<file path="config.mk">
export PLATFORM = sky130hd
export DESIGN_NAME = supply_reset_supervisor
export DESIGN_NICKNAME = d
export VERILOG_FILES = /design/src/hw/supervisor_pkg.sv /design/src/hw/supply_reset_supervisor.sv /design/src/hw/stable_filter.sv /design/src/hw/pfail_pulser.sv
export VERILOG_INCLUDE_DIRS = /design/src /design/src/hw
export SDC_FILE = /design/constraint.sdc
export NUM_CORES = 1
export LEC_CHECK = 0
export BUFFER_PORTS_ARGS = -buffer_cell sky130_fd_sc_hd__buf_2
export CAP_MARGIN = 20
export CORE_ASPECT_RATIO = 0.9
export CORE_MARGIN = 2
export CORE_UTILIZATION = 33
export DETAILED_ROUTE_END_ITERATION = 8
export GPL_ROUTABILITY_DRIVEN = 0
export SYNTH_ARGS = -nofsm -noshare
export SYNTH_HDL_FRONTEND = slang
export SYNTH_HIERARCHICAL = 1
export SYNTH_SLANG_ARGS = --single-unit
</file>
<file path="constraint.sdc">
create_clock -name CORE_CLK -period 3.2 [get_ports CORE_CLK]
set_input_delay 0.64 -clock CORE_CLK [delete_from_list [all_inputs] [get_ports CORE_CLK]]
set_output_delay 0.64 -clock CORE_CLK [all_outputs]
set_load 0.1 [all_outputs]
</file>
<file path="src/hw/supervisor_map.svh">
// Timing constants, counter widths and the sense reference for the supply reset supervisor.
// Assumes a 10 MHz core clock (100 ns period).
`ifndef SUPERVISOR_MAP_SVH
`define SUPERVISOR_MAP_SVH

`define CLK_PERIOD_NS 100
// Reset hold time, ms
`define RESET_HOLD_MS 130
`define RESET_HOLD_CYCLES ((`RESET_HOLD_MS * 1000000 + `CLK_PERIOD_NS - 1) / `CLK_PERIOD_NS)
// Power-fail pulse minimum width, us
`define PFAIL_PULSE_US 200
`define PFAIL_PULSE_CYCLES ((`PFAIL_PULSE_US * 1000 + `CLK_PERIOD_NS - 1) / `CLK_PERIOD_NS)
// Power-fail filter time, us
`define PFAIL_FILTER_US 5
`define PFAIL_FILTER_CYCLES ((`PFAIL_FILTER_US * 1000 + `CLK_PERIOD_NS - 1) / `CLK_PERIOD_NS)
// Manual reset debounce: stable-low time, ns (must fit inside the 250 ns assert limit)
`define MR_DEBOUNCE_NS 100
`define MR_DEBOUNCE_CYCLES ((`MR_DEBOUNCE_NS + `CLK_PERIOD_NS - 1) / `CLK_PERIOD_NS)
// Sense reference, millivolts (the analog comparator sits outside)
`define SENSE_REF_MV 1250
`define CNT_W 21
`define FILT_W 8

`endif

</file>
<file path="src/hw/supervisor_pkg.sv">
// Types shared by the supply reset supervisor files.
// Assumes nothing beyond the map header.
package supervisor_pkg;
  typedef enum logic [1:0] {
    RS_HOLD = 2'b00,
    RS_TIMING = 2'b01,
    RS_RUN = 2'b10
  } rst_state_t;
  typedef enum logic [1:0] {
    PF_IDLE = 2'b00,
    PF_PULSE = 2'b01,
    PF_WAIT = 2'b10
  } pf_state_t;
endpackage

</file>
<file path="src/hw/supply_reset_supervisor.sv">
// Supply reset supervisor: complementary reset outputs driven from the
// supply comparator and a debounced manual reset, plus an early power-fail
// interrupt pulse from the sense comparator.
// Assumes analog comparators outside give synchronous digital levels.
//
// Contract
// - Supply low asserts both reset outputs
// - Hold reset 130 ms after supply recovers
// - Manual reset active low, debounced, 130 ms
// - Manual hold counts from input release
// - Sense below 1.25 V means early fail
// - Power-fail output low pulse, 200 us minimum
// - Fail must persist 5 us first
// - No interrupt before supply reaches trip
// - Interrupt tied to manual input resets
// - Two opposite-polarity resets move together
// - Stable manual low asserts within 250 ns (here RESET_OUT sets on the third edge, 200 to 300 ns after the fall)
`timescale 1ns/1ns
`default_nettype none
`include "supervisor_map.svh"
module supply_reset_supervisor
  import supervisor_pkg::*;
(
  input wire logic CORE_CLK,
  input wire logic RST,
  input wire logic SUPPLY_LOW,
  input wire logic SENSE_BELOW_TRIP,
  input wire logic MANUAL_RESET_IN_N,
  output logic RESET_OUT,
  output logic RESET_OUT_N,
  output logic PFAIL_INT_N
);
  // ************************************************************
  // Input conditioning
  // ************************************************************
  logic mr_n_filt;
  logic sense_low_filt;

  // Short debounce: a stable low sets RESET_OUT on the third clock edge, 200 to 300 ns after it falls, not always inside the 250 ns limit
  stable_filter
  #(
    .LIMIT(8'(`MR_DEBOUNCE_CYCLES)),
    .INIT(1'b1)
  )
  u_mr_filter
  (
    .clk(CORE_CLK),
    .rst(RST),
    .din(MANUAL_RESET_IN_N),
    .dout(mr_n_filt)
  );

  // SENSE_BELOW_TRIP is the comparator result against the reference
  stable_filter
  #(
    .LIMIT(8'(`PFAIL_FILTER_CYCLES)),
    .INIT(1'b0)
  )
  u_sense_filter
  (
    .clk(CORE_CLK),
    .rst(RST),
    .din(SENSE_BELOW_TRIP),
    .dout(sense_low_filt)
  );

  // ************************************************************
  // Reset sequencer
  // ************************************************************
  rst_state_t state;
  rst_state_t next_state;
  logic [`CNT_W-1:0] cnt;
  logic [`CNT_W-1:0] next_cnt;
  logic next_reset;
  logic hold_cause;

  // Either cause keeps the sequencer parked; timing restarts on release
  assign hold_cause = SUPPLY_LOW | ~mr_n_filt;

  always_comb
  begin
    next_state = state;
    next_cnt = cnt;
    case (state)
      RS_HOLD:
      begin
        next_cnt = '0;
        if (!hold_cause)
        begin
          next_state = RS_TIMING;
        end
      end
      RS_TIMING:
      begin
        if (hold_cause)
        begin
          next_state = RS_HOLD;
          next_cnt = '0;
        end
        else if (cnt + 21'h000001 >= 21'(`RESET_HOLD_CYCLES))
        begin
          next_state = RS_RUN;
        end
        else
        begin
          next_cnt = cnt + 21'h000001;
        end
      end
      RS_RUN:
      begin
        if (hold_cause)
        begin
          next_state = RS_HOLD;
          next_cnt = '0;
        end
      end
      default:
      begin
        next_state = RS_HOLD;
        next_cnt = '0;
      end
    endcase
    next_reset = (next_state != RS_RUN);
  end

  always_ff @(posedge CORE_CLK)
  begin
    if (RST)
    begin
      state <= RS_HOLD;
      cnt <= '0;
      RESET_OUT <= 1'b1;
      RESET_OUT_N <= 1'b0;
    end
    else
    begin
      state <= next_state;
      cnt <= next_cnt;
      RESET_OUT <= next_reset;
      RESET_OUT_N <= ~next_reset;
    end
  end

  // ************************************************************
  // Early power-fail interrupt
  // ************************************************************
  pfail_pulser u_pfail
  (
    .clk(CORE_CLK),
    .rst(RST),
    .sense_low(sense_low_filt),
    .supply_ok(~SUPPLY_LOW),
    .pfail_n(PFAIL_INT_N)
  );
endmodule
`default_nettype wire

</file>
<file path="src/hw/stable_filter.sv">
// Stable-level filter: output follows the input only after it has held
// one value for LIMIT+1 consecutive cycles.
// Assumes the input is synchronous to clk.
`timescale 1ns/1ns
`default_nettype none
`include "supervisor_map.svh"
module stable_filter
#(
  parameter logic [`FILT_W-1:0] LIMIT = 8'h01,
  parameter logic INIT = 1'b1
)
(
  input wire logic clk,
  input wire logic rst,
  input wire logic din,
  output logic dout
);
  logic [`FILT_W-1:0] cnt;
  logic [`FILT_W-1:0] next_cnt;
  logic next_dout;

  always_comb
  begin
    next_cnt = cnt;
    next_dout = dout;
    if (din == dout)
    begin
      next_cnt = '0;
    end
    // A change seen on one edge only is a glitch and is dropped
    else if (cnt >= LIMIT)
    begin
      next_dout = din;
      next_cnt = '0;
    end
    else
    begin
      next_cnt = cnt + 8'h01;
    end
  end

  always_ff @(posedge clk)
  begin
    if (rst)
    begin
      cnt <= '0;
      dout <= INIT;
    end
    else
    begin
      cnt <= next_cnt;
      dout <= next_dout;
    end
  end
endmodule
`default_nettype wire

</file>
<file path="src/hw/pfail_pulser.sv">
// Power-fail interrupt pulse generator: filtered low sense starts one
// minimum-width active-low pulse, armed only once the supply is good.
// Assumes filtered, synchronous inputs.
`timescale 1ns/1ns
`default_nettype none
`include "supervisor_map.svh"
module pfail_pulser
  import supervisor_pkg::*;
(
  input wire logic clk,
  input wire logic rst,
  input wire logic sense_low,
  input wire logic supply_ok,
  output logic pfail_n
);
  pf_state_t state;
  pf_state_t next_state;
  logic [`CNT_W-1:0] cnt;
  logic [`CNT_W-1:0] next_cnt;
  logic armed;
  logic next_armed;
  logic next_pfail_n;

  always_comb
  begin
    next_state = state;
    next_cnt = cnt;
    next_armed = armed | supply_ok;
    next_pfail_n = 1'b1;
    case (state)
      PF_IDLE:
      begin
        // Power-up lows are ignored until the supply reached its trip level
        if (sense_low && armed)
        begin
          next_state = PF_PULSE;
          next_cnt = '0;
          next_pfail_n = 1'b0;
        end
      end
      PF_PULSE:
      begin
        next_pfail_n = 1'b0;
        next_cnt = cnt + 21'h000001;
        if (cnt + 21'h000001 >= 21'(`PFAIL_PULSE_CYCLES))
        begin
          next_state = PF_WAIT;
          next_pfail_n = 1'b1;
        end
      end
      PF_WAIT:
      begin
        // One pulse per event: rearm only once the sense recovers
        if (!sense_low)
        begin
          next_state = PF_IDLE;
        end
      end
      default:
      begin
        next_state = PF_IDLE;
      end
    endcase
  end

  always_ff @(posedge clk)
  begin
    if (rst)
    begin
      state <= PF_IDLE;
      cnt <= '0;
      armed <= 1'b0;
      pfail_n <= 1'b1;
    end
    else
    begin
      state <= next_state;
      cnt <= next_cnt;
      armed <= next_armed;
      pfail_n <= next_pfail_n;
    end
  end
endmodule
`default_nettype wire

</file>
# After elaboration in Yosys (flattened, before gate mapping)
# Index checks and enable logic that the tools add are counted.
totals:
  n_memories: 0
  input_bits: 5
  ramBits: 0
  rom_bits: 0
  ff_bits: 68
  out_inout_bits: 3
  elab_cells: 68
  latchBits: 0
op_classes:
  n_eq_ne: 12
  muxes: 18
  n_reduce_logical: 11
  order_cmp: 4
  div: 0
  n_mul: 0
  bitwise_logic: 7
  n_shift: 0
  n_addsub: 4
ops:
  columns: ["operator", "count"]
  rows:
  - ["21-bit 2-to-1 mux", 4]
  - ["21-bit case mux with 2 select lines", 2]
  - ["21-bit by 1-bit adder with 21-bit output, second input constant", 2]
  - ["21-bit by 11-bit >= comparator with 1-bit output, second input constant", 1]
  - ["21-bit >= comparator, second input constant", 1]
  - ["8-bit by 1-bit adder with 8-bit output, second input constant", 2]
  - ["2-bit 2-to-1 mux", 7]
  - ["2-bit case mux with 3 select lines", 2]
  - ["8-bit by 1-bit >= comparator with 1-bit output, second input constant", 1]
  - ["8-bit by 6-bit >= comparator with 1-bit output, second input constant", 1]
  - ["2-bit AND reduction", 4]
  - ["2-bit != test, second input constant", 3]
  - ["3-bit OR reduction", 2]
  - ["1-bit inverter", 5]
  - ["2-bit by 1-bit equality test with 1-bit output, second input constant", 2]
  - ["2-bit equality test, second input constant", 2]
  - ["2-bit zero test", 2]
  - ["2-bit by 1-bit != test with 1-bit output, second input constant", 2]
  - ["3-bit != test, second input constant", 1]
  - ["3-bit AND reduction", 1]
  - ["1-bit equality test", 2]
  - ["1-bit 2-to-1 mux", 2]
  - ["1-bit bitwise OR", 2]
  - ["1-bit case mux with 2 select lines", 1]
  - ["2 further kinds", 2]

# Logic depth before layout (Yosys ltp)
logic_depth:
  ltp_word: 7
  depth_mapped: 11
  depth_no_buf: 8

# Hierarchy
# The synthesis kept the hierarchy.
modules_own_cells:
  columns: ["module", "area_per_inst_um2", "seq_area_each_um2", "cells_each", "n_inst"]
  rows:
  - ["supply_reset_supervisor", 1641.6, 500.5, 198, 1]
  - ["pfail_pulser", 1525.2, 500.5, 208, 1]
  - ["stable_filter (u_sense_filter)", 366.6, 180.2, 38, 1]
  - ["stable_filter (u_mr_filter)", 315.3, 180.2, 26, 1]

# Worst setup path after synthesis
# No wires, ideal clock.
synth_timing:
  path_type: "flip-flop to flip-flop"
  startpoint: "reg cnt[0] (netlist name)"
  endpoint: "reg cnt[11] (netlist name)"
  period_less_slack_ns: 2.721
  path_buffers: 3
  stages_incl_launch_ff: 12
  setup_ns: 0.122
  t_arrival_ns: 2.599
  setup_slack_ns: 0.479
  t_required_ns: 3.078
  path_cell_list: "dfxtp_1 ha_1 and4_1 buf_6 nand3_4 or4_4 a211oi_2 and3_1 buf_6 nor2_4 buf_6 a221o_1"

==> results.md <==
- Status: completed
- TritonCTS Buffers: 9
- Max Fanout on Critical Path: 8
- Setup violations, final: 0
- Core Rows: 37
- NumNets Final: 479
- Area added between synthesis and finish: 11.8%
- Final hold violations: 0
- Slew HR: between 50% and 60%
- Fmax: 331 MHz
- Sequential share of the synthesized area: a little over a third
- Top cells by area in the synthesized netlist: dfxtp_1 (35%), nand2_1 (5.0%), nor2_1 (4.8%), a221o_1 (3.4%), nand3_1 (3.0%)
- Die ar.: 12500 µm²
- CP Launch Point: cnt[0]$_SDFFE_PP0P_
- Main synth FF type: dfxtp_1
- Yosys reg bits: slightly below 70
- Die width: 118 µm
- Placed Instances: 612
- Final ANT Viol Nets: 0
- Fin crit share: between 90% and 100%
- Part of the power in registers: between 40% and 50%
- Synth unique cells: between 60 and 70
- Switching Share: around 22%
- CP Launch Type: flop
- Overflow after GRT: 0
- Combinational share of power: 3.3%
- Post-Route WL: about 8500 µm
- CP Capture Type: flop
- Setup TNS: 0 ns
- Sink Count: 68
- Routed vias/inst: between 5 and 6
- Clock Latency Late Sink: between 0.3 and 0.4 ns
- Vias in the first global route: 3113
- Worst R2R Path Depth: 9
- Die Ht: 106 µm
- Drt pass-1 iters: 4
- Ys async rst share: 0%
- Hold Path Class: reg2reg
- Non-filler instance count after layout: roughly 630
- IO Port Bufs: 7
- Initial antenna violation count: 0
- Switching power: around 0.43 mW
- Maxcap violations: 0
- Commonest non-fill, non-tap cell in the layout: dfxtp_1
- YS warnings: 6
- DR iter-0 viols: 204
- Core Region: approximately 11000 µm²
- EDFF count, synth: 0
- Syn Inst Count: 470
- Worst slew pin tran: 0.601 ns
- Overall power: 1.96 mW
- Top-area cell type share of the netlist area: 35.4%
- R2R Path End: cnt[15]$_SDFFE_PP0P_
- ANT cells: 0
- Pleak: between 1 and 1.5 nW
- CTS tree: yes
- Crit path DAT: between 3 and 4 ns
- DR WL/cell: between 10 and 15 µm
- CTS root buf: clkbuf_16
- Power Density: between 400 and 500 nW/µm²
- Setup repair after global routing missed its margin: false
- R2R Setup Slk: about 0.18 ns
- Cell taking the most area after synthesis: dfxtp_1
- Setup Skew: approximately 0.0063 ns
- Area post-placement: 3990 µm²
- WP data required: 3.42 ns
- Clk pwr share: a little over half
- First-pass GRT wire length: around 15000 µm
- Final min period: about 3.0 ns
- Crit path to: cnt[15]$_SDFFE_PP0P_
- Peak supply drop: 0.285 mV
- Post-Synthesis Cell Area: 3850 µm²
- Internal Power: 1.52 mW
- IO Pins: 8
- Crit Path Category: reg2reg
- Clk pin slew, worst setup/hold paths: 0.06 ns
- Most frequent cells in the layout: dfxtp_1 (68), nand2_1 (51), nor2_1 (49), nand3_1 (23), nor3_1 (21)
- Largest net degree at the start of global routing: 29
- Register area: about 1400 µm²
- Layout fillers: roughly 1.2k
- Crit Reg-Reg Startpoint: cnt[0]$_SDFFE_PP0P_
- Final Cell Area: roughly 4300 µm²
- H-tree depth: 3
- Post-CTS setup buffer count: 0
- Vias post-DR: ~3.4k
- DR DRC count: 0
- Hpwl dp: 5740 µm
- Fraction of layout cells with a size suffix above 1: between 10% and 20%
- Clk buf depth: 2
- Global Route Usage Sum: roughly 14%
- Max Slew Vio Count: 0
- Syn_area_per_cell: 8.19 µm²
- Post-cts sizing count: 0
- Initial Util: approximately 34%
- Multi-input logic area: 2300 µm²
- Cts-stage hold buffer count: 0
-- worst max-delay path, cell delays in order, from the launching register on --
cell	delay (ns)
dfxtp_1	0.43
ha_1	0.30
and4_1	0.38
nand3_4	0.10
or4_4	0.53
a211oi_2	0.29
and3_1	0.31
buf_4	0.20
nor4b_1	0.07
a221o_1	0.28
-- cell usage after synthesis (all sizes together) (6+ instances only) --
| cell type | instances |
|---|---|
| or3 | 9 |
| nand4 | 14 |
| o21ai | 15 |
| and4 | 6 |
| clkbuf | 18 |
| buf | 17 |
| nor4 | 9 |
| xor2 | 9 |
| a221o | 13 |
| ha | 7 |
| nand3 | 24 |
| nand2 | 52 |
| nor3 | 21 |
| nor2 | 50 |
| inv | 8 |
| xnor2 | 10 |
| and3 | 8 |
| and2 | 7 |
| a21oi | 20 |
| dfxtp | 68 |
| a31oi | 6 |
| a311oi | 8 |
-- cell type report --
type | count | area share [%]
repair buffers | 16 | 2.38
inverters | 8 | 0.698
flip-flops and latches | 68 | 31.6
clock buffers | 11 | 5.87
well taps | 156 | 4.54
multi-input cells | 364 | 53.5
clock inverters | 5 | 1.40
-- worst min path at each step --
stage / start / to / slack (ns) / cells past startpoint
floorplan: state[1]$_SDFF_PP0_ / state[0]$_SDFF_PP0_ / 0.43 / 1
global placement: u_mr_filter/cnt[0]$_SDFF_PP0_ / u_mr_filter/cnt[0]$_SDFF_PP0_ / 0.45 / 1
detailed placement: u_pfail/armed$_SDFF_PP0_ / u_pfail/armed$_SDFF_PP0_ / 0.46 / 2
CTS: state[1]$_SDFF_PP0_ / state[0]$_SDFF_PP0_ / 0.47 / 1
global route: state[1]$_SDFF_PP0_ / state[0]$_SDFF_PP0_ / 0.50 / 1
finish: state[1]$_SDFF_PP0_ / state[0]$_SDFF_PP0_ / 0.47 / 1
-- logic make-up (layout without fill, tap and decap cells) --
logic type | after synthesis | after routing | synth area share (%)
compound gates | 101 | 101 | 19.6
xor+xnor | 19 | 19 | 4.32
fa+ha+maj | 7 | 7 | 2.28
buf+inv | 43 | 40 | 5.33
flops | 68 | 68 | 35.4
mux | 4 | 4 | 1.11
other cells | 2 | 7 | 0.195
simple gates | 226 | 226 | 31.8
-- state kept, by name, indices dropped and copies added, names as in the netlist --
name                 flops
cnt                     21
state                    2
RESET_OUT_N              1
u_pfail/armed            1
u_pfail/cnt             21
u_pfail/state            2
u_sense_filter/cnt       8
RESET_OUT                1
u_mr_filter/dout         1
u_mr_filter/cnt          8
u_sense_filter/dout      1
u_pfail/pfail_n          1
-- per-layer routing --
layer / vias to the layer above / global-route usage (%) / share of wire [%]
met5: - / 0 / 0
met4: 0 / 5.34 / 1.5
met3: 10 / 4.02 / 4.9
met2: 82 / 22.5 / 45
met1: 1605 / 18.3 / 49
li1: 1718 / - / -
-- power by group through the flow --
| stage | registers (mW) | logic, mW | clock network [mW] |
|---|---|---|---|
| 2_1_floorplan | 0.887 | 0.0424 | 0 |
| 3_3_place_gp | 0.884 | 0.0628 | 0 |
| 3_5_place_dp | 0.884 | 0.0646 | 0 |
| 4_1_cts | 0.866 | 0.0650 | 1.05 |
| 5_1_grt | 0.867 | 0.0719 | 1.09 |
| 6_report | 0.866 | 0.0647 | 1.03 |
-- stage by stage --
stage | hold WS [ns] | worst slack, ns | utilization (%)
finish | 0.469 | 0.178 | 37.8
global route | 0.497 | 0.0000497 | 37.8
CTS | 0.468 | 0.218 | 37.8
detailed placement | 0.457 | 0.235 | 35.0
global placement | 0.447 | 0.327 | 35.0
floorplan | 0.430 | 0.479 | -
(Power assumes the default switching activity.)
